<file path="src/logic/lsc_pkg.sv">
// Shared constants and types of the LCD segment controller
package lsc_pkg;

	// ---------------------------------------------------------------
	// Register indices (byte address is four times the index)
	// ---------------------------------------------------------------
	localparam int         LSC_ADDR_W       = 12;
	localparam logic [9:0] LSC_IDX_MODE     = 10'h0f5;
	localparam logic [9:0] LSC_IDX_RAM_LO   = 10'h0d0;
	localparam logic [9:0] LSC_IDX_RAM_HI   = 10'h0df;
	localparam logic [9:0] LSC_IDX_STATUS   = 10'h0c0;
	localparam logic [9:0] LSC_IDX_PORT_IN  = 10'h0c1;

	// ---------------------------------------------------------------
	// Display control register layout
	// ---------------------------------------------------------------
	localparam logic [7:0] LSC_MODE_RST     = 8'h00;
	localparam logic [7:0] LSC_MODE_WMASK   = 8'h9f;
	localparam int         LSC_BIT_DUTY_LO  = 0;
	localparam int         LSC_BIT_DUTY_HI  = 1;
	localparam int         LSC_BIT_BIAS     = 2;
	localparam int         LSC_BIT_ON       = 3;
	localparam int         LSC_BIT_PORTSEL  = 4;
	localparam int         LSC_BIT_SYSCLK   = 7;

	// ---------------------------------------------------------------
	// Display geometry and scan timing
	// ---------------------------------------------------------------
	localparam int         LSC_NUM_COM      = 4;
	localparam int         LSC_NUM_SEG      = 32;
	localparam int         LSC_NUM_RAM      = 16;
	localparam int         LSC_SHARED_FIRST = 24;
	localparam int         LSC_NUM_SHARED   = 8;
	localparam logic [1:0] LSC_QUARTER_LAST = 2'h3;

	// ---------------------------------------------------------------
	// Bus answers and drive levels
	// ---------------------------------------------------------------
	localparam logic [1:0] LSC_RESP_OKAY    = 2'h0;
	localparam logic [1:0] LSC_RESP_SLVERR  = 2'h2;

	typedef enum logic [1:0] {
		LSC_LVL_VSS = 2'b00,
		LSC_LVL_VL1 = 2'b01,
		LSC_LVL_VL2 = 2'b10,
		LSC_LVL_VL3 = 2'b11
	} lsc_level_t;

endpackage : lsc_pkg

</file>
<file path="src/logic/lsc_scan_if.sv">
// Scan timing signals shared between divider, scanner and core
`timescale 1ns/1ps
`default_nettype none
interface lsc_scan_if;
	logic       run;
	logic [1:0] duty;
	logic       step;
	logic [1:0] com_idx;
	logic       frame_pol;
	logic       frame_end;

	modport div  (input run, output step);
	modport scan (input run, input duty, input step, output com_idx, output frame_pol,
		output frame_end);
	modport core (output run, output duty, input step, input com_idx, input frame_pol,
		input frame_end);
endinterface : lsc_scan_if
`default_nettype wire

</file>
<file path="src/logic/lsc_com_scan.sv">
// Common line sequencer with frame polarity
`timescale 1ns/1ps
`default_nettype none
module lsc_com_scan
	import lsc_pkg::*;
(
	input  wire logic aclk,
	input  wire logic aresetn,
	lsc_scan_if.scan  sif
);
	logic [1:0] idx_r;
	logic       pol_r;
	logic       fend_r;

	// ---------------------------------------------------------------
	// One common per step, duty field sets the last common
	// ---------------------------------------------------------------
	always_ff @(posedge aclk) begin
		if (!aresetn || !sif.run) begin
			idx_r  <= 2'h0;
			pol_r  <= 1'b0;
			fend_r <= 1'b0;
		end else begin
			fend_r <= 1'b0;
			if (sif.step) begin
				if (idx_r >= sif.duty) begin
					idx_r  <= 2'h0;
					pol_r  <= ~pol_r;
					fend_r <= 1'b1;
				end else begin
					idx_r <= idx_r + 2'h1;
				end
			end
		end
	end

	assign sif.com_idx   = idx_r;
	assign sif.frame_pol = pol_r;
	assign sif.frame_end = fend_r;
endmodule : lsc_com_scan
`default_nettype wire

</file>
<file path="src/logic/lsc_lcd_segment_controller.sv">
// Top of the LCD segment controller with AXI4-Lite register slave
`timescale 1ns/1ps
`default_nettype none
module lsc_lcd_segment_controller
	import lsc_pkg::*;
#(
	parameter int ADDR_W   = LSC_ADDR_W,
	parameter int RELOAD_W = 8
) (
	input  wire logic                aclk,
	input  wire logic                aresetn,
	// AXI4-Lite slave
	input  wire logic [ADDR_W-1:0]   s_axi_awaddr,
	input  wire logic [2:0]          s_axi_awprot,
	input  wire logic                s_axi_awvalid,
	output logic                     s_axi_awready,
	input  wire logic [31:0]         s_axi_wdata,
	input  wire logic [3:0]          s_axi_wstrb,
	input  wire logic                s_axi_wvalid,
	output logic                     s_axi_wready,
	output logic [1:0]               s_axi_bresp,
	output logic                     s_axi_bvalid,
	input  wire logic                s_axi_bready,
	input  wire logic [ADDR_W-1:0]   s_axi_araddr,
	input  wire logic [2:0]          s_axi_arprot,
	input  wire logic                s_axi_arvalid,
	output logic                     s_axi_arready,
	output logic [31:0]              s_axi_rdata,
	output logic [1:0]               s_axi_rresp,
	output logic                     s_axi_rvalid,
	input  wire logic                s_axi_rready,
	// Timer 1 count source and reload value
	input  wire logic                timer1_tick,
	input  wire logic [RELOAD_W-1:0] timer1_reload,
	// Panel side
	output logic [7:0]               common_out,
	output logic [63:0]              segment_out,
	output logic [7:0]               segment_oe,
	input  wire logic [7:0]          input_port_four,
	output logic                     bias_divider_en,
	output logic                     system_clock_select
);
	if (ADDR_W < 12 || ADDR_W > 32) begin : g_chk
		$error("lsc_lcd_segment_controller: ADDR_W out of range");
	end

	// ---------------------------------------------------------------
	// Helpers
	// ---------------------------------------------------------------
	function automatic logic [9:0] word_index(input logic [ADDR_W-1:0] addr);
		word_index = addr[11:2];
	endfunction : word_index

	function automatic logic is_ram(input logic [9:0] idx);
		is_ram = (idx >= LSC_IDX_RAM_LO) && (idx <= LSC_IDX_RAM_HI);
	endfunction : is_ram

	function automatic logic is_mapped(input logic [9:0] idx, input logic upper_zero);
		is_mapped = upper_zero && (is_ram(idx) || idx == LSC_IDX_MODE
			|| idx == LSC_IDX_STATUS || idx == LSC_IDX_PORT_IN);
	endfunction : is_mapped

	// Level of a common: selected swings full scale, others sit mid
	function automatic lsc_level_t com_level(input logic sel, input logic pol,
		input logic half);
		if (sel) begin
			com_level = pol ? LSC_LVL_VL3 : LSC_LVL_VSS;
		end else if (half || pol) begin
			com_level = LSC_LVL_VL1;
		end else begin
			com_level = LSC_LVL_VL2;
		end
	endfunction : com_level

	// Level of a segment: lit opposes the selected common
	function automatic lsc_level_t seg_level(input logic lit, input logic pol,
		input logic half);
		if (lit) begin
			seg_level = pol ? LSC_LVL_VSS : LSC_LVL_VL3;
		end else if (half || !pol) begin
			seg_level = LSC_LVL_VL1;
		end else begin
			seg_level = LSC_LVL_VL2;
		end
	endfunction : seg_level

	// ---------------------------------------------------------------
	// State
	// ---------------------------------------------------------------
	logic [7:0]        mode_r;
	logic [7:0]        disp_ram [LSC_NUM_RAM];
	logic [7:0]        port_meta_r;
	logic [7:0]        port_sync_r;
	logic              aw_held_r;
	logic [9:0]        aw_idx_r;
	logic              aw_ok_r;
	logic              w_held_r;
	logic [7:0]        w_byte_r;
	logic              w_lane_r;
	logic              awready_r;
	logic              wready_r;
	logic              bvalid_r;
	logic [1:0]        bresp_r;
	logic              arready_r;
	logic              rvalid_r;
	logic [31:0]       rdata_r;
	logic [1:0]        rresp_r;
	logic [7:0]        com_r;
	logic [63:0]       seg_r;
	logic [7:0]        seg_oe_r;
	logic              bias_en_r;
	logic              sysclk_r;
	logic              do_write;
	logic [3:0]        aw_ram_sel;
	logic [9:0]        ar_idx;
	logic              ar_upper_zero;
	logic              aw_upper_zero;
	logic [7:0]        rd_byte;
	logic [LSC_NUM_COM*2-1:0] com_nxt;
	logic [LSC_NUM_SEG*2-1:0] seg_nxt;

	lsc_scan_if sif ();

	// ---------------------------------------------------------------
	// Scan timing
	// ---------------------------------------------------------------
	assign sif.run  = mode_r[LSC_BIT_ON];
	assign sif.duty = mode_r[LSC_BIT_DUTY_HI:LSC_BIT_DUTY_LO];

	lsc_step_div #(
		.RELOAD_W      (RELOAD_W)
	) u_div (
		.aclk          (aclk),
		.aresetn       (aresetn),
		.timer1_tick   (timer1_tick),
		.timer1_reload (timer1_reload),
		.sif           (sif)
	);

	lsc_com_scan u_scan (
		.aclk    (aclk),
		.aresetn (aresetn),
		.sif     (sif)
	);

	// ---------------------------------------------------------------
	// Write channels: address and data taken in either order
	// ---------------------------------------------------------------
	assign aw_upper_zero = (ADDR_W == 12) ? 1'b1 : (s_axi_awaddr >> 12) == '0;
	assign do_write      = aw_held_r && w_held_r && !bvalid_r;
	assign aw_ram_sel    = aw_idx_r[3:0];

	always_ff @(posedge aclk) begin
		if (!aresetn) begin
			aw_held_r <= 1'b0;
			aw_idx_r  <= 10'h000;
			aw_ok_r   <= 1'b0;
			awready_r <= 1'b0;
		end else begin
			awready_r <= 1'b0;
			if (s_axi_awvalid && !aw_held_r && !awready_r) begin
				awready_r <= 1'b1;
				aw_held_r <= 1'b1;
				aw_idx_r  <= word_index(s_axi_awaddr);
				aw_ok_r   <= is_mapped(word_index(s_axi_awaddr), aw_upper_zero);
			end else if (do_write) begin
				aw_held_r <= 1'b0;
			end
		end
	end

	always_ff @(posedge aclk) begin
		if (!aresetn) begin
			w_held_r <= 1'b0;
			w_byte_r <= 8'h00;
			w_lane_r <= 1'b0;
			wready_r <= 1'b0;
		end else begin
			wready_r <= 1'b0;
			if (s_axi_wvalid && !w_held_r && !wready_r) begin
				wready_r <= 1'b1;
				w_held_r <= 1'b1;
				w_byte_r <= s_axi_wdata[7:0];
				w_lane_r <= s_axi_wstrb[0];
			end else if (do_write) begin
				w_held_r <= 1'b0;
			end
		end
	end

	always_ff @(posedge aclk) begin
		if (!aresetn) begin
			bvalid_r <= 1'b0;
			bresp_r  <= LSC_RESP_OKAY;
		end else if (do_write) begin
			bvalid_r <= 1'b1;
			bresp_r  <= aw_ok_r ? LSC_RESP_OKAY : LSC_RESP_SLVERR;
		end else if (s_axi_bready) begin
			bvalid_r <= 1'b0;
		end
	end

	// ---------------------------------------------------------------
	// Control register and display RAM
	// ---------------------------------------------------------------
	always_ff @(posedge aclk) begin
		if (!aresetn) begin
			mode_r <= LSC_MODE_RST;
		end else if (do_write && w_lane_r && aw_ok_r && aw_idx_r == LSC_IDX_MODE) begin
			mode_r <= w_byte_r & LSC_MODE_WMASK;
		end
	end

	// Pattern is not cleared by reset; software loads it first
	always_ff @(posedge aclk) begin
		if (do_write && w_lane_r && aw_ok_r && is_ram(aw_idx_r)) begin
			disp_ram[aw_ram_sel] <= w_byte_r;
		end
	end

	// ---------------------------------------------------------------
	// Shared pins read back as a port
	// ---------------------------------------------------------------
	always_ff @(posedge aclk) begin
		if (!aresetn) begin
			port_meta_r <= 8'h00;
			port_sync_r <= 8'h00;
		end else begin
			port_meta_r <= input_port_four;
			port_sync_r <= port_meta_r;
		end
	end

	// ---------------------------------------------------------------
	// Read channel: one cycle from address to data
	// ---------------------------------------------------------------
	assign ar_idx        = word_index(s_axi_araddr);
	assign ar_upper_zero = (ADDR_W == 12) ? 1'b1 : (s_axi_araddr >> 12) == '0;

	always_comb begin
		rd_byte = 8'h00;
		if (is_ram(ar_idx)) begin
			rd_byte = disp_ram[ar_idx[3:0]];
		end else if (ar_idx == LSC_IDX_MODE) begin
			rd_byte = mode_r;
		end else if (ar_idx == LSC_IDX_STATUS) begin
			rd_byte = {4'h0, bias_en_r, sif.frame_pol, sif.com_idx};
		end else if (ar_idx == LSC_IDX_PORT_IN) begin
			rd_byte = mode_r[LSC_BIT_PORTSEL] ? 8'h00 : port_sync_r;
		end
	end

	always_ff @(posedge aclk) begin
		if (!aresetn) begin
			arready_r <= 1'b0;
			rvalid_r  <= 1'b0;
			rdata_r   <= 32'h0000_0000;
			rresp_r   <= LSC_RESP_OKAY;
		end else begin
			arready_r <= 1'b0;
			if (s_axi_arvalid && !rvalid_r && !arready_r) begin
				arready_r <= 1'b1;
				rvalid_r  <= 1'b1;
				if (is_mapped(ar_idx, ar_upper_zero)) begin
					rdata_r <= {24'h00_0000, rd_byte};
					rresp_r <= LSC_RESP_OKAY;
				end else begin
					rdata_r <= 32'h0000_0000;
					rresp_r <= LSC_RESP_SLVERR;
				end
			end else if (s_axi_rready) begin
				rvalid_r <= 1'b0;
			end
		end
	end

	// ---------------------------------------------------------------
	// Drive levels for commons and segments
	// ---------------------------------------------------------------
	for (genvar c = 0; c < LSC_NUM_COM; c++) begin : g_com
		assign com_nxt[2*c +: 2] = com_level(sif.com_idx == 2'(c), sif.frame_pol,
			mode_r[LSC_BIT_BIAS]);
	end

	for (genvar s = 0; s < LSC_NUM_SEG; s++) begin : g_seg
		assign seg_nxt[2*s +: 2] = seg_level(
			disp_ram[s/2][(s%2)*4 + int'(sif.com_idx)],
			sif.frame_pol, mode_r[LSC_BIT_BIAS]);
	end

	// Blanking pulls every pin to ground so the glass sees no DC
	always_ff @(posedge aclk) begin
		if (!aresetn) begin
			com_r <= 8'h00;
			seg_r <= 64'h0000_0000_0000_0000;
		end else if (!mode_r[LSC_BIT_ON]) begin
			com_r <= 8'h00;
			seg_r <= 64'h0000_0000_0000_0000;
		end else begin
			com_r <= com_nxt;
			seg_r <= seg_nxt;
			if (!mode_r[LSC_BIT_PORTSEL]) begin
				seg_r[2*LSC_SHARED_FIRST +: 2*LSC_NUM_SHARED] <= 16'h0000;
			end
		end
	end

	always_ff @(posedge aclk) begin
		if (!aresetn) begin
			seg_oe_r  <= 8'h00;
			bias_en_r <= 1'b0;
			sysclk_r  <= 1'b0;
		end else begin
			seg_oe_r  <= {LSC_NUM_SHARED{mode_r[LSC_BIT_PORTSEL]}};
			bias_en_r <= mode_r[LSC_BIT_ON];
			sysclk_r  <= mode_r[LSC_BIT_SYSCLK];
		end
	end

	// ---------------------------------------------------------------
	// Outputs
	// ---------------------------------------------------------------
	assign s_axi_awready       = awready_r;
	assign s_axi_wready        = wready_r;
	assign s_axi_bvalid        = bvalid_r;
	assign s_axi_bresp         = bresp_r;
	assign s_axi_arready       = arready_r;
	assign s_axi_rvalid        = rvalid_r;
	assign s_axi_rdata         = rdata_r;
	assign s_axi_rresp         = rresp_r;
	assign common_out          = com_r;
	assign segment_out         = seg_r;
	assign segment_oe          = seg_oe_r;
	assign bias_divider_en     = bias_en_r;
	assign system_clock_select = sysclk_r;

endmodule : lsc_lcd_segment_controller
`default_nettype wire

</file>
<file path="src/logic/lsc_step_div.sv">
// Scan step divider from the timer 1 count source
`timescale 1ns/1ps
`default_nettype none
module lsc_step_div
	import lsc_pkg::*;
#(
	parameter int RELOAD_W = 8
) (
	input  wire logic                aclk,
	input  wire logic                aresetn,
	input  wire logic                timer1_tick,
	input  wire logic [RELOAD_W-1:0] timer1_reload,
	lsc_scan_if.div                  sif
);
	if (RELOAD_W < 1 || RELOAD_W > 16) begin : g_chk
		$error("lsc_step_div: RELOAD_W out of range");
	end

	logic [RELOAD_W-1:0] cnt_r;
	logic [1:0]          quarter_r;
	logic                step_r;
	logic                underflow;

	assign underflow = timer1_tick && (cnt_r == '0);

	// ---------------------------------------------------------------
	// Timer 1 image: period of reload plus one source ticks
	// ---------------------------------------------------------------
	always_ff @(posedge aclk) begin
		if (!aresetn || !sif.run) begin
			cnt_r <= '0;
		end else if (underflow) begin
			cnt_r <= timer1_reload;
		end else if (timer1_tick) begin
			cnt_r <= cnt_r - 1'b1;
		end
	end

	// ---------------------------------------------------------------
	// Divide underflows by four into one step pulse
	// ---------------------------------------------------------------
	always_ff @(posedge aclk) begin
		if (!aresetn || !sif.run) begin
			quarter_r <= 2'h0;
			step_r    <= 1'b0;
		end else begin
			if (underflow) begin
				quarter_r <= quarter_r + 2'h1;
			end
			step_r <= underflow && (quarter_r == LSC_QUARTER_LAST);
		end
	end

	assign sif.step = step_r;
endmodule : lsc_step_div
`default_nettype wire

</file>
<file path="config.mk">
export PLATFORM = sky130hd
export DESIGN_NAME = lsc_lcd_segment_controller
export DESIGN_NICKNAME = d
export VERILOG_FILES = /design/src/logic/lsc_pkg.sv /design/src/logic/lsc_scan_if.sv /design/src/logic/lsc_com_scan.sv /design/src/logic/lsc_lcd_segment_controller.sv /design/src/logic/lsc_step_div.sv
export SDC_FILE = /design/constraint.sdc
export NUM_CORES = 1
export LEC_CHECK = 0
export ABC_AREA = 1
export BUFFER_PORTS_ARGS = -buffer_cell sky130_fd_sc_hd__buf_2
export CAP_MARGIN = 20
export CORE_MARGIN = 2
export CORE_UTILIZATION = 50
export DETAILED_ROUTE_END_ITERATION = 16
export PLACE_DENSITY = 0.73
export SLEW_MARGIN = 20
export SYNTH_ARGS = -nofsm -noshare
export SYNTH_HDL_FRONTEND = slang
export SYNTH_HIERARCHICAL = 1
export SYNTH_SLANG_ARGS = --single-unit
</file>
<file path="constraint.sdc">
create_clock -name aclk -period 6.55 [get_ports aclk]
set_clock_uncertainty 0.2 [all_clocks]
set_input_delay 0.9825 -clock aclk [delete_from_list [all_inputs] [get_ports aclk]]
set_output_delay 0.9825 -clock aclk [all_outputs]
set_load 0.02 [all_outputs]
</file>
== Word-level counts from Yosys, hierarchy flattened ==
Memories as Yosys holds them, arrays and structs flattened.
Index checks and enable logic that the tools add are counted.
Word-level totals
  memory bits (writable): 128
  input bits: 90
  memories: 1
  word-level logic and storage cells: 243
  bits in registers: 174
  output and inout port bits: 123
Cells by class
  eq/ne operators: 11
  reductions and logical operators: 46
  $add $sub $neg: 4
  bitwise operators: 1
  order comparisons: 9
  multiplexer cells: 143
Memories
  disp_ram: depth 16, width 8, rd ports 17, clocked after Yosys merged registers in 0, wr ports 1, RTL line lsc_lcd_segment_controller.sv:91  | logic [7:0] disp_ram [LSC_NUM_RAM];
Operator list (count)
  $mux 2: 43
  $eq 10x8->1 const B: 7
  $mux 8: 8
  $mux 1: 60
  $bmux 1 s3: 16
  $bmux 1 s2: 16
  $ge 10x8->1 const B: 3
  $le 10x8->1 const B: 3
  $logic_and 1x1->1: 17
  $logic_not 1->1: 10
  $reduce_bool 2->1: 5
  $logic_or 1x1->1: 9
  $logic_not 8->1: 1
  $sub 8x1->8 const B: 1
  $eq 2x2->1 const B: 3
  $add 2x1->2 const B: 2
  $add 3x2->4 const A: 1
  $lt 2x4->1 const B: 1
  $lt 4x4->1 const B: 1
  $reduce_and 2->1: 2
  $reduce_and 3->1: 1
  $eq 2x1->1 const B: 1
  $ge 2x2->1: 1
  $logic_not 2->1: 1
  $not 1->1: 1

== Longest topological paths before layout ==
Gate-level depths: netlist of run 1.
  depth after elaboration: 7
  depth in mapped cells: 14
  gate-level depth less buffers: 12

== Cells and area by module ==
Netlist of run 1, hierarchy kept.
By module, submodules not included
  lsc_lcd_segment_controller: seq. area each 6526.3 sq um, cells each 1206, area an instance 10892.9 sq um, instances 1
  lsc_step_div: seq. area each 220.2 sq um, cells each 100, area an instance 650.6 sq um, instances 1
  lsc_com_scan: seq. area each 80.1 sq um, cells each 31, area an instance 207.7 sq um, instances 1

== Least setup slack after synthesis of run 1 ==
No wires, ideal clock.
  kind: input -> register
  start: input port s_axi_araddr[5]
  end: register rdata_r[2], in the netlist s_axi_rdata[2]
  stages on the path: 9
  buffers on the path: 1
  path slack: 4286 ps
  required time: 6279 ps
  arrival time: 1993 ps
  setup time: 71 ps
  path through: buf_2 -> nor2_4 -> and2_1 -> nand2_1 -> nand3_1 -> nor2_1 -> nor2_1 -> nand3_1 -> a21oi_1
Between the ends
  word-level cells in the longest chain between the ends: 6
  elaborated cells between the ends (all ways): 15
  classes of those cells: order compare: 2; eq/ne: 3; mux: 5; reduce/logical: 4; memory: 1
Ends and longest elaborated chain
  start: declaration: RTL line lsc_lcd_segment_controller.sv:24  | input wire logic [ADDR_W-1:0] s_axi_araddr,
  $ge 10x8->1 (tied with other cells): RTL line lsc_lcd_segment_controller.sv:55  | is_ram = (idx >= LSC_IDX_RAM_LO) && (idx <= LSC_IDX_RAM_HI);
  $logic_and 1x1->1 / $mux 8 (equally long branches): RTL line lsc_lcd_segment_controller.sv:55, lsc_lcd_segment_controller.sv:248
  $logic_or 1x1->1 / $mux 8 (equally long branches): RTL line lsc_lcd_segment_controller.sv:59, lsc_lcd_segment_controller.sv:246
  $logic_or 1x1->1 / $mux 8 (equally long branches): RTL line lsc_lcd_segment_controller.sv:60, lsc_lcd_segment_controller.sv:244
  $logic_or 1x1->1 / $mux 8 (equally long branches): RTL line lsc_lcd_segment_controller.sv:60, lsc_lcd_segment_controller.sv:242
  $mux 8 *: RTL line lsc_lcd_segment_controller.sv:264  | if (is_mapped(ar_idx, ar_upper_zero)) begin
  end signal: assignment: RTL line lsc_lcd_segment_controller.sv:265  | rdata_r <= {24'h00_0000, rd_byte};
  end: declaration: RTL line lsc_lcd_segment_controller.sv:106  | logic [31:0] rdata_r;
Every way passes the cells marked *; elsewhere a longest branch is shown, timed or not.
A chain may end at the register's enable or synchronous reset.

== Worst setup path in the final report of run 1 ==
  start: input port s_axi_araddr[3]
  end: register rdata_r[6], in the netlist s_axi_rdata[6]
Same word-level chain as after synthesis.

==> run metrics, run 1 <==
RSZ-0062 raised after global routing=false; Worst Hold Class=reg -> reg; cell chain of the critical path=buf_2 > inv_2 > nand2_1 > o21ai_0 > nor2_1 > nor2_1 > nor2_1 > nand2_1 > nand2_1 > nand2_1 > a21oi_1; Diodes inserted=0; grt met2 use=0.395; Syn Inst Count=1334; CP Max Fanout=32; Initial Utilization=0.504; Placed Area=0.0125 mm²; final setup violation count=0; status=finished clean; fmax=337 MHz; Max VDD drop=0.166 mV; CTS Sinks=276; Final Hold Viols=0; Switching Share=0.215; GRT Max-Usage Layer=met2; number of H-tree levels=1; Worst Setup End Kind=flip-flop; hold_ws=0.208 ns; Top cell by count, worst path=nand2_1; Total Wirelength=30800 µm; Syn Area/Cell=8.79 µm²; Sw Pwr=0.816 mW; die width=157 µm; layout cell share with drive strength beyond 1=0.161; Flop pwr share=0.494; Slowest-stage cell, CP=buf_2; Initial DRC Count=930; Clock Path Buffers=3; met3 Use GR=0.0482; clock share of power=0.462; Total GRT Usage=0.242; fin area=0.0135 mm²; Ports=213; Mapped Area=0.0117 mm²; CTS tree=yes; max_slew headroom=0.381; number of global-route vias before repair=8594; Max stage delay on crit path=0.52 ns; Die Y-Extent=157 µm; Synth-to-Final Area Change=15.6%; final worst slack=3.58 ns; drt drc=0; synth warn=6; Worst R2R Setup Slack=3.75 ns; die area=0.0247 mm²; largest net degree at the start of global routing=56; fin nets=1552; Fillers=1998; P_int=2.97 mW; first-pass GRT wire length=45600 µm; Setup TNS=0 ns; hold_buf cts=0; Worst-Skew Late Latency=0.54 ns; multi-input logic area=0.00395 mm²; P per Cell Area=280 mW/mm²; M1 GR Usage=0.309; Reg clk slew, reported paths=0.06 ns; Max Slew Vio Count=0; sequential cell area=0.00681 mm²; cts repair resizes=0; Placer Congestion=0.949; post-placement worst setup slack=3.16 ns; Vias=9471; final worst path period share=0.454; Routed Antenna Nets=0; initial antenna violation count=1; PortBufs=149; WS Path Type=in -> reg; Worst setup SP type=primary input; CP top delay family=simple AND/OR/NAND/NOR gates; CP required=6.82 ns; CTS Buf Count=28; FP Rows=56; combinational fraction of design power=0.044; Pre-antenna DRT Iters=7; Lkg Pwr=6.07 nW; Max Cap Viol=0; vias per cell=5.26; post-DR wirelength/cell=17.1 µm; fin crit period=2.97 ns; core area=0.0233 mm²; Worst Path Buf+Inv=2; slew at the pin closest to its max-slew limit=0.928 ns; HPWL after DPL=20700 µm; Root Buffer=clkbuf_16; CP Data Arrival Time=3.24 ns; post-CTS setup repair buffer count=0; grt total ovfl=0
-- final timing paths --
check	cells after the start	endpoint	start
setup / recovery	11	s_axi_rdata[6]	s_axi_araddr[3]
hold / removal	2	port_sync_r[6]	port_meta_r[6]
setup reg to reg	6	segment_out[21]	u_scan/sif.com_idx[0]
hold reg to reg	2	port_sync_r[6]	port_meta_r[6]
-- layout make-up --
type                    count  area share
flip-flops and latches    276       0.502
multi-input cells         846       0.292
clock buffers              39      0.0595
repair buffers            156      0.0592
inverters                 150      0.0416
well taps                 319      0.0295
clock inverters            13      0.0162
-- flip-flops by register name, summed over array words and instances, names as in the netlist, 2 cells and up --
name                cells
disp_ram              128
segment_out            64
aw_idx_r               10
common_out              8
port_meta_r             8
port_sync_r             8
s_axi_rdata             8
u_div/cnt_r             8
w_byte_r                8
mode_r                  6
u_div/quarter_r         2
u_scan/sif.com_idx      2
-- worst min-delay path, delay by kind of cell (launching register included) --
| family | cells | cell delay [ns] |
|---|---|---|
| buffers and inverters | 1 | 0.04 |
| DFF | 1 | 0.30 |
| and+or+nand+nor | 1 | 0.04 |
-- cell usage in the layout, fill, tap and decap left out, types with 7 or more instances in the layout --
master and n:
nor2_1 155, edfxtp_1 128, o221ai_1 9, buf_2 149, nand3_1 78, inv_1 136
o21ai_0 50, a211oi_1 9, o211ai_1 9, clkbuf_16 30, a21oi_1 75, nor2_2 7
nand2_1 338, a22oi_1 33, dfxtp_1 148, inv_2 13, conb_1 26
-- routing by layer --
metal  vias up  wire length (µm)
li1       4580                 -
met1      4331             12400
met2       459             14200
met3       101              2790
met4         0              1420
met5         -                 0
-- stage by stage --
| stage | power, mW | utilization | std cells |
|---|---|---|---|
| floorplan | 2.01 | - | 1359 |
| global placement | 2.07 | 0.538 | 1746 |
| CTS | 3.80 | 0.582 | 1798 |
| detailed placement | 2.07 | 0.538 | 1746 |
| finish | 3.79 | 0.582 | 1799 |
| global route | 3.89 | 0.582 | 1799 |
-- power by group through the flow --
stage / clock (mW) / combinational (mW) / sequential (mW)
floorplan: 0 / 0.123 / 1.89
global placement: 0 / 0.161 / 1.91
detailed placement: 0 / 0.163 / 1.91
CTS: 1.77 / 0.164 / 1.87
global route: 1.84 / 0.184 / 1.87
finish: 1.75 / 0.166 / 1.87
No activity file was read; power rests on OpenSTA's default activity.
==> run 2: changes to the inputs <==
clock period = 3.1 ns   (was 6.55 ns; I/O delays follow)
==> run 2 against run 1 <==
Effect of this change:
- utilization grew 1.1 points
- combinational power increased by 130%
- final cell count up 2.3%
- total power is 100% higher
- count of clock-buffer cells in the layout is 1 higher
- clock power up 85%
- sequential share of layout area fell by 0.91 points
- hold slack got worse by 0.19 ns
- critical path type is now reg -> reg
- critical endpoint is now disp_ram[13][5]
- largest cell class unchanged
==> run metrics, run 2 (same netlist as run 1, synthesis figures left out) <==
Placer Congestion=0.944 (was 0.949); first-pass GRT wire length=47600 µm (was 45600 µm); CTS Buf Count=27 (was 28); largest net degree at the start of global routing=47 (was 56); die area=0.0247 mm² (unchanged); Clock Path Buffers=3 (unchanged); Lkg Pwr=6.24 nW (was 6.07 nW); CTS tree=yes (unchanged); Reg-to-Reg Start=w_held_r (was u_scan/sif.com_idx[0]); Max VDD drop=0.367 mV (was 0.166 mV); CP Max Fanout=8 (was 32); Largest Register=disp_ram (unchanged); cell chain of the critical path=inv_1 > nor3_2 > nand2_1 > inv_1 > nand2_1 > nor4_2 > nand3_1 > nor2_1 (was buf_2 > inv_2 > nand2_1 > o21ai_0 > nor2_1 > nor2_1 > nor2_1 > nand2_1 > nand2_1 > nand2_1 > a21oi_1); Worst setup SP type=flip-flop (was primary input); final worst path period share=0.842; Vias=9642 (was 9471); cts repair resizes=0 (unchanged); Max stage delay on crit path=0.57 ns (was 0.52 ns); Hold Startpoint=s_axi_wdata[2] (was port_meta_r[6]); Total GRT Usage=0.253 (was 0.242); Pre-antenna DRT Iters=6 (was 7); Initial DRC Count=873 (was 930); FP Rows=56 (unchanged); CP Data Arrival Time=2.57 ns (was 3.24 ns); core area=0.0233 mm² (unchanged); CTS Sinks=276 (unchanged); fin area=0.0138 mm² (was 0.0135 mm²); layout cell share with drive strength beyond 1=0.174 (was 0.161); number of H-tree levels=1 (unchanged); Routed Antenna Nets=0 (unchanged); status=finished clean (unchanged); Initial Utilization=0.504 (unchanged); HPWL after DPL=21900 µm (was 20700 µm); Synth-to-Final Area Change=17.7% (was 15.6%); Reg clk slew, reported paths=0.06 ns (about the same); Worst Setup End Kind=flip-flop (unchanged); Worst-Skew Late Latency=0.54 ns (about the same); Fillers=1999 (was 1998); Final Hold Viols=0 (unchanged); hold_buf cts=19 (was 0); Root Buffer=clkbuf_16 (unchanged); most common cell after layout, fill and taps aside=nand2_1 (unchanged); CP required=3.06 ns (was 6.82 ns); die width=157 µm (unchanged); RSZ-0062 raised after global routing=false (unchanged); most frequent cells in the layout=nand2_1 (338), nor2_1 (156), buf_2 (149) (was nand2_1 (338), nor2_1 (155), buf_2 (149)); Placed Area=0.0127 mm² (was 0.0125 mm²); post-DR wirelength/cell=17.2 µm (was 17.1 µm); Max Slew Vio Count=0 (unchanged); Max Cap Viol=0 (unchanged); grt total ovfl=0 (unchanged); crit path from=w_held_r (was s_axi_araddr[3]); Total Wirelength=31700 µm (was 30800 µm); fin crit period=2.61 ns; fin nets=1596 (was 1552); Worst Hold Class=in -> reg (was reg -> reg); WS Path Type=reg -> reg (was in -> reg); P per Cell Area=548 mW/mm² (was 280 mW/mm²); post-CTS setup repair buffer count=0 (unchanged); PortBufs=149 (unchanged); drt drc=0 (unchanged); Slowest-stage cell, CP=nor2_1 (was buf_2); number of global-route vias before repair=8673 (was 8594); final setup violation count=0 (unchanged); slew at the pin closest to its max-slew limit=1.04 ns (was 0.928 ns); CP top delay family=simple AND/OR/NAND/NOR gates (unchanged); Setup TNS=0 ns (unchanged); number of flip-flops in the largest register=128 (unchanged); max_slew headroom=0.306 (was 0.381); fmax=383 MHz; Die Y-Extent=157 µm (unchanged); Ports=213 (unchanged); Diodes inserted=0 (unchanged); vias per cell=5.24 (was 5.26); initial antenna violation count=0 (was 1); Worst Path Buf+Inv=2 (unchanged); final core utilization=0.593 (was 0.582)
## run 2: cell count changes in the layout (fill, tap and decap cells not counted), sizes merged
cell and change:
clkinv +2, clkbuf +1, inv +1, buf +26
clkinvlp -1, bufinv -6, dlygate4sd3 +19
## run 2: per-stage QoR
| stage | instances | hold slack, ns | total power, mW | worst slack (ns) |
|---|---|---|---|---|
| global placement | 1773 | 0.194 | 4.39 | 0.584 |
| finish | 1841 | 0.0179 | 7.57 | 0.490 |
| CTS | 1841 | 0.00327 | 7.61 | 0.462 |
| floorplan | 1359 | 0.190 | 4.25 | 0.921 |
| global route | 1841 | 0.0538 | 7.81 | 0.244 |
| detailed placement | 1773 | 0.199 | 4.39 | 0.525 |
## run 2: worst reg2reg max path: stages, from the launching register on
cell	delay (ns)
dfxtp_1	0.33
inv_1	0.07
nor3_2	0.21
nand2_1	0.07
inv_1	0.07
nand2_1	0.07
nor4_2	0.29
nand3_1	0.34
nor2_1	0.57
## run 2: cell type report
cell class                 count  area (µm²)  share of cell area
clock buffer                  40         842              0.0610
clock inverter                 9        52.6             0.00381
inverter                     150         563              0.0408
multi-input combinational    846        3950               0.286
sequential                   276        6810               0.493
tap                          319         399              0.0289
timing repair buffer         201        1180              0.0858
## run 2: layer usage
| layer | vias to the layer above | GRT usage | part of all wire |
|---|---|---|---|
| met3 | 74 | 0.0424 | 0.085 |
| li1 | 4677 | - | - |
| met5 | - | 0 | 0 |
| met1 | 4441 | 0.338 | 0.41 |
| met2 | 450 | 0.412 | 0.47 |
| met4 | 0 | 0.103 | 0.037 |
## run 2: final timing paths
path / to / slack, ns / cells past startpoint
setup / recovery: disp_ram[13][5] / 0.49 / 8
hold / removal: w_byte_r[2] / 0.02 / 3
setup reg to reg: disp_ram[13][5] / 0.49 / 8
hold reg to reg: port_sync_r[2] / 0.21 / 2
## run 2: report_power, final
group          switching [mW]  leakage (nW)  internal (mW)
clock network            1.35         0.451           1.88
registers              0.0868          2.37           3.87
logic                   0.258          3.41          0.123
==> run 3: changes to the inputs <==
PLACE_DENSITY = 0.76   (was 0.73)
clock period = 2.2 ns   (was 3.1 ns; I/O delays follow)
==> run 3 against run 2 <==
Effect of this change:
- the run now ends with setup timing left
- register-to-register slack worse by 0.60 ns
- die area is the same
- total power increased by 49%
- sequential power up 39%
- wire length increased by 5.9%
- clock power increased by 57%
- via count grew 4.3%
- final cell count up 3.5%
- count of clock-buffer cells in the layout unchanged
- largest power group unchanged
==> run metrics, run 3 (same netlist as run 1, synthesis figures left out) <==
Worst Setup End Kind=flip-flop (unchanged); Root Buffer=clkbuf_16 (unchanged); number of H-tree levels=1 (unchanged); CTS Sinks=276 (unchanged); Placed Area=0.0131 mm² (was 0.0127 mm²); Clock Path Buffers=3 (unchanged); # placed instances=1812 (was 1773); drt drc=0 (unchanged); total power=11.3 mW (was 7.57 mW); slew at the pin closest to its max-slew limit=0.852 ns (was 1.04 ns); post-DR wirelength/cell=17.6 µm (was 17.2 µm); Lkg Pwr=6.64 nW (was 6.24 nW); Max Cap Viol=0 (unchanged); vias per cell=5.28 (was 5.24); most common cell after layout, fill and taps aside=nand2_1 (unchanged); final core utilization=0.630 (was 0.593); Pre-antenna DRT Iters=6 (unchanged); number of flip-flops in the largest register=128 (unchanged); CTS Buf Count=28 (was 27); Vias=10061 (was 9642); number of global-route vias before repair=9135 (was 8673); Worst R2R Setup Slack=-0.11 ns (was 0.49 ns); Reg clk slew, reported paths=0.06 ns (about the same); Worst-Skew Late Latency=0.55 ns (was 0.54 ns); Setup TNS=-6.92 ns (was 0 ns); Max Slew Vio Count=0 (unchanged); core area=0.0233 mm² (unchanged); Initial DRC Count=1114 (was 873); die width=157 µm (unchanged); Worst Hold Class=in -> reg (unchanged); violations in the final reports=setup timing; first-pass GRT wire length=49200 µm (was 47600 µm); Largest Register=disp_ram (unchanged); CP required=2.24 ns (was 3.06 ns); RSZ-0062 raised after global routing=true (was false); FP Rows=56 (unchanged); largest net degree at the start of global routing=47 (unchanged); CTS tree=yes (unchanged); Worst setup SP type=flip-flop (unchanged); Total Wirelength=33600 µm (was 31700 µm); Routed Antenna Nets=0 (unchanged); PortBufs=149 (unchanged); final worst slack=-0.114 ns (was 0.490 ns); fin area=0.0147 mm² (was 0.0138 mm²); final worst path period share=1.05 (was 0.842); Max VDD drop=0.523 mV (was 0.367 mV); Hold Startpoint=timer1_reload[5] (was s_axi_wdata[2]); Final Hold Viols=0 (unchanged); Hold Crit Depth=6 (was 3); fmax=432 MHz (was 383 MHz); Reg-to-Reg Start=w_held_r (unchanged); CP Max Fanout=8 (unchanged); status=finished with violations (was finished clean); non-filler instance count after layout=1905 (was 1841); WS Path Type=reg -> reg (unchanged); Die Y-Extent=157 µm (unchanged); CP Data Arrival Time=2.36 ns (was 2.57 ns); fin nets=1658 (was 1596); Hold EP=u_div/cnt_r[5] (was w_byte_r[2]); R2R Path End=disp_ram[10][5] (was disp_ram[13][5]); die area=0.0247 mm² (unchanged); Initial Utilization=0.504 (unchanged); fin crit period=2.31 ns (was 2.61 ns); HPWL after DPL=22600 µm (was 21900 µm); grt total ovfl=0 (unchanged); Fillers=1853 (was 1999); max_slew headroom=0.431 (was 0.306); most frequent cells in the layout=nand2_1 (337), buf_2 (149), dfxtp_1 (146) (was nand2_1 (338), nor2_1 (156), buf_2 (149)); layout cell share with drive strength beyond 1=0.206 (was 0.174); P per Cell Area=769 mW/mm² (was 548 mW/mm²); Placer Congestion=0.939 (was 0.944); Diodes inserted=0 (unchanged); initial antenna violation count=0 (unchanged); Total GRT Usage=0.260 (was 0.253); Synth-to-Final Area Change=25.1% (was 17.7%); final setup violation count=128 (was 0); Ports=213 (unchanged); Reg2Reg Depth=10 (was 8)
## run 3: cell types whose count changed in the layout (fill, tap and decap cells not counted), sizes merged
| cell | delta |
|---|---|
| dlygate4sd3 | +20 |
| buf | +41 |
| clkinvlp | -1 |
| bufinv | +1 |
| inv | +4 |
| clkinv | -1 |
## run 3: where the power goes
part           internal (mW)  total (mW)  switching, mW
registers               5.45        5.51         0.0608
clock network           3.03        5.06           2.03
logic                  0.231       0.705          0.474
total                   8.71        11.3           2.57
## run 3: repair_timing
action,in CTS,in global routing
setup endpoints to repair,58,128
hold buffers,39,0
endpoints found under the hold margin,42,0
cloned,0,0
pin swaps,0,8
setup buffers,0,2
resized for setup,1,41
## run 3: cell type report
cell class | count | area, µm² | share of cell area
Timing Repair Buffer | 262 | 1840 | 0.125
Tap cell | 319 | 399 | 0.0272
Clock inverter | 12 | 105 | 0.00717
Multi-Input combinational cell | 846 | 4040 | 0.276
Clock buffer | 40 | 912 | 0.0622
Sequential cell | 276 | 6810 | 0.464
Inverter | 150 | 563 | 0.0384
## run 3: critical path, cell delays in order, from the launching register on
cell and delay (ns):
dfxtp_2 0.35, inv_1 0.10, nor3_4 0.17, nand2_1 0.09, inv_2 0.08, nand2_4 0.06, nor4_4 0.38, nand3_1 0.14
buf_6 0.17, nor2_1 0.10, buf_4 0.18
## run 3: per-stage QoR
| stage | hold WS, ns | worst slack, ns |
|---|---|---|
| 3_5_place_dp | 0.201 | -0.0341 |
| 5_1_grt | 0.0698 | -0.212 |
| 3_3_place_gp | 0.196 | -0.0236 |
| 6_report | 0.0153 | -0.114 |
| 2_1_floorplan | 0.190 | 0.0207 |
| 4_1_cts | 0.00954 | 0.0137 |
## run 3: how the worst max path moves through the flow
stage / start / to / slack [ns] / depth (start not counted)
floorplan: s_axi_bvalid / disp_ram[4][0] / 0.02 / 7
global placement: w_held_r / disp_ram[1][2] / -0.02 / 9
detailed placement: w_held_r / disp_ram[1][0] / -0.03 / 9
CTS: w_held_r / disp_ram[14][3] / 0.01 / 10
global route: s_axi_bvalid / disp_ram[10][5] / -0.21 / 9
finish: w_held_r / disp_ram[10][5] / -0.11 / 10
## run 3: routing by layer
layer	GRT usage	vias to the layer above	wire length [µm]
met5	0	-	0
met2	0.441	546	16100
met4	0.101	0	1310
li1	-	4804	-
met1	0.334	4611	13200
met3	0.0452	100	3000
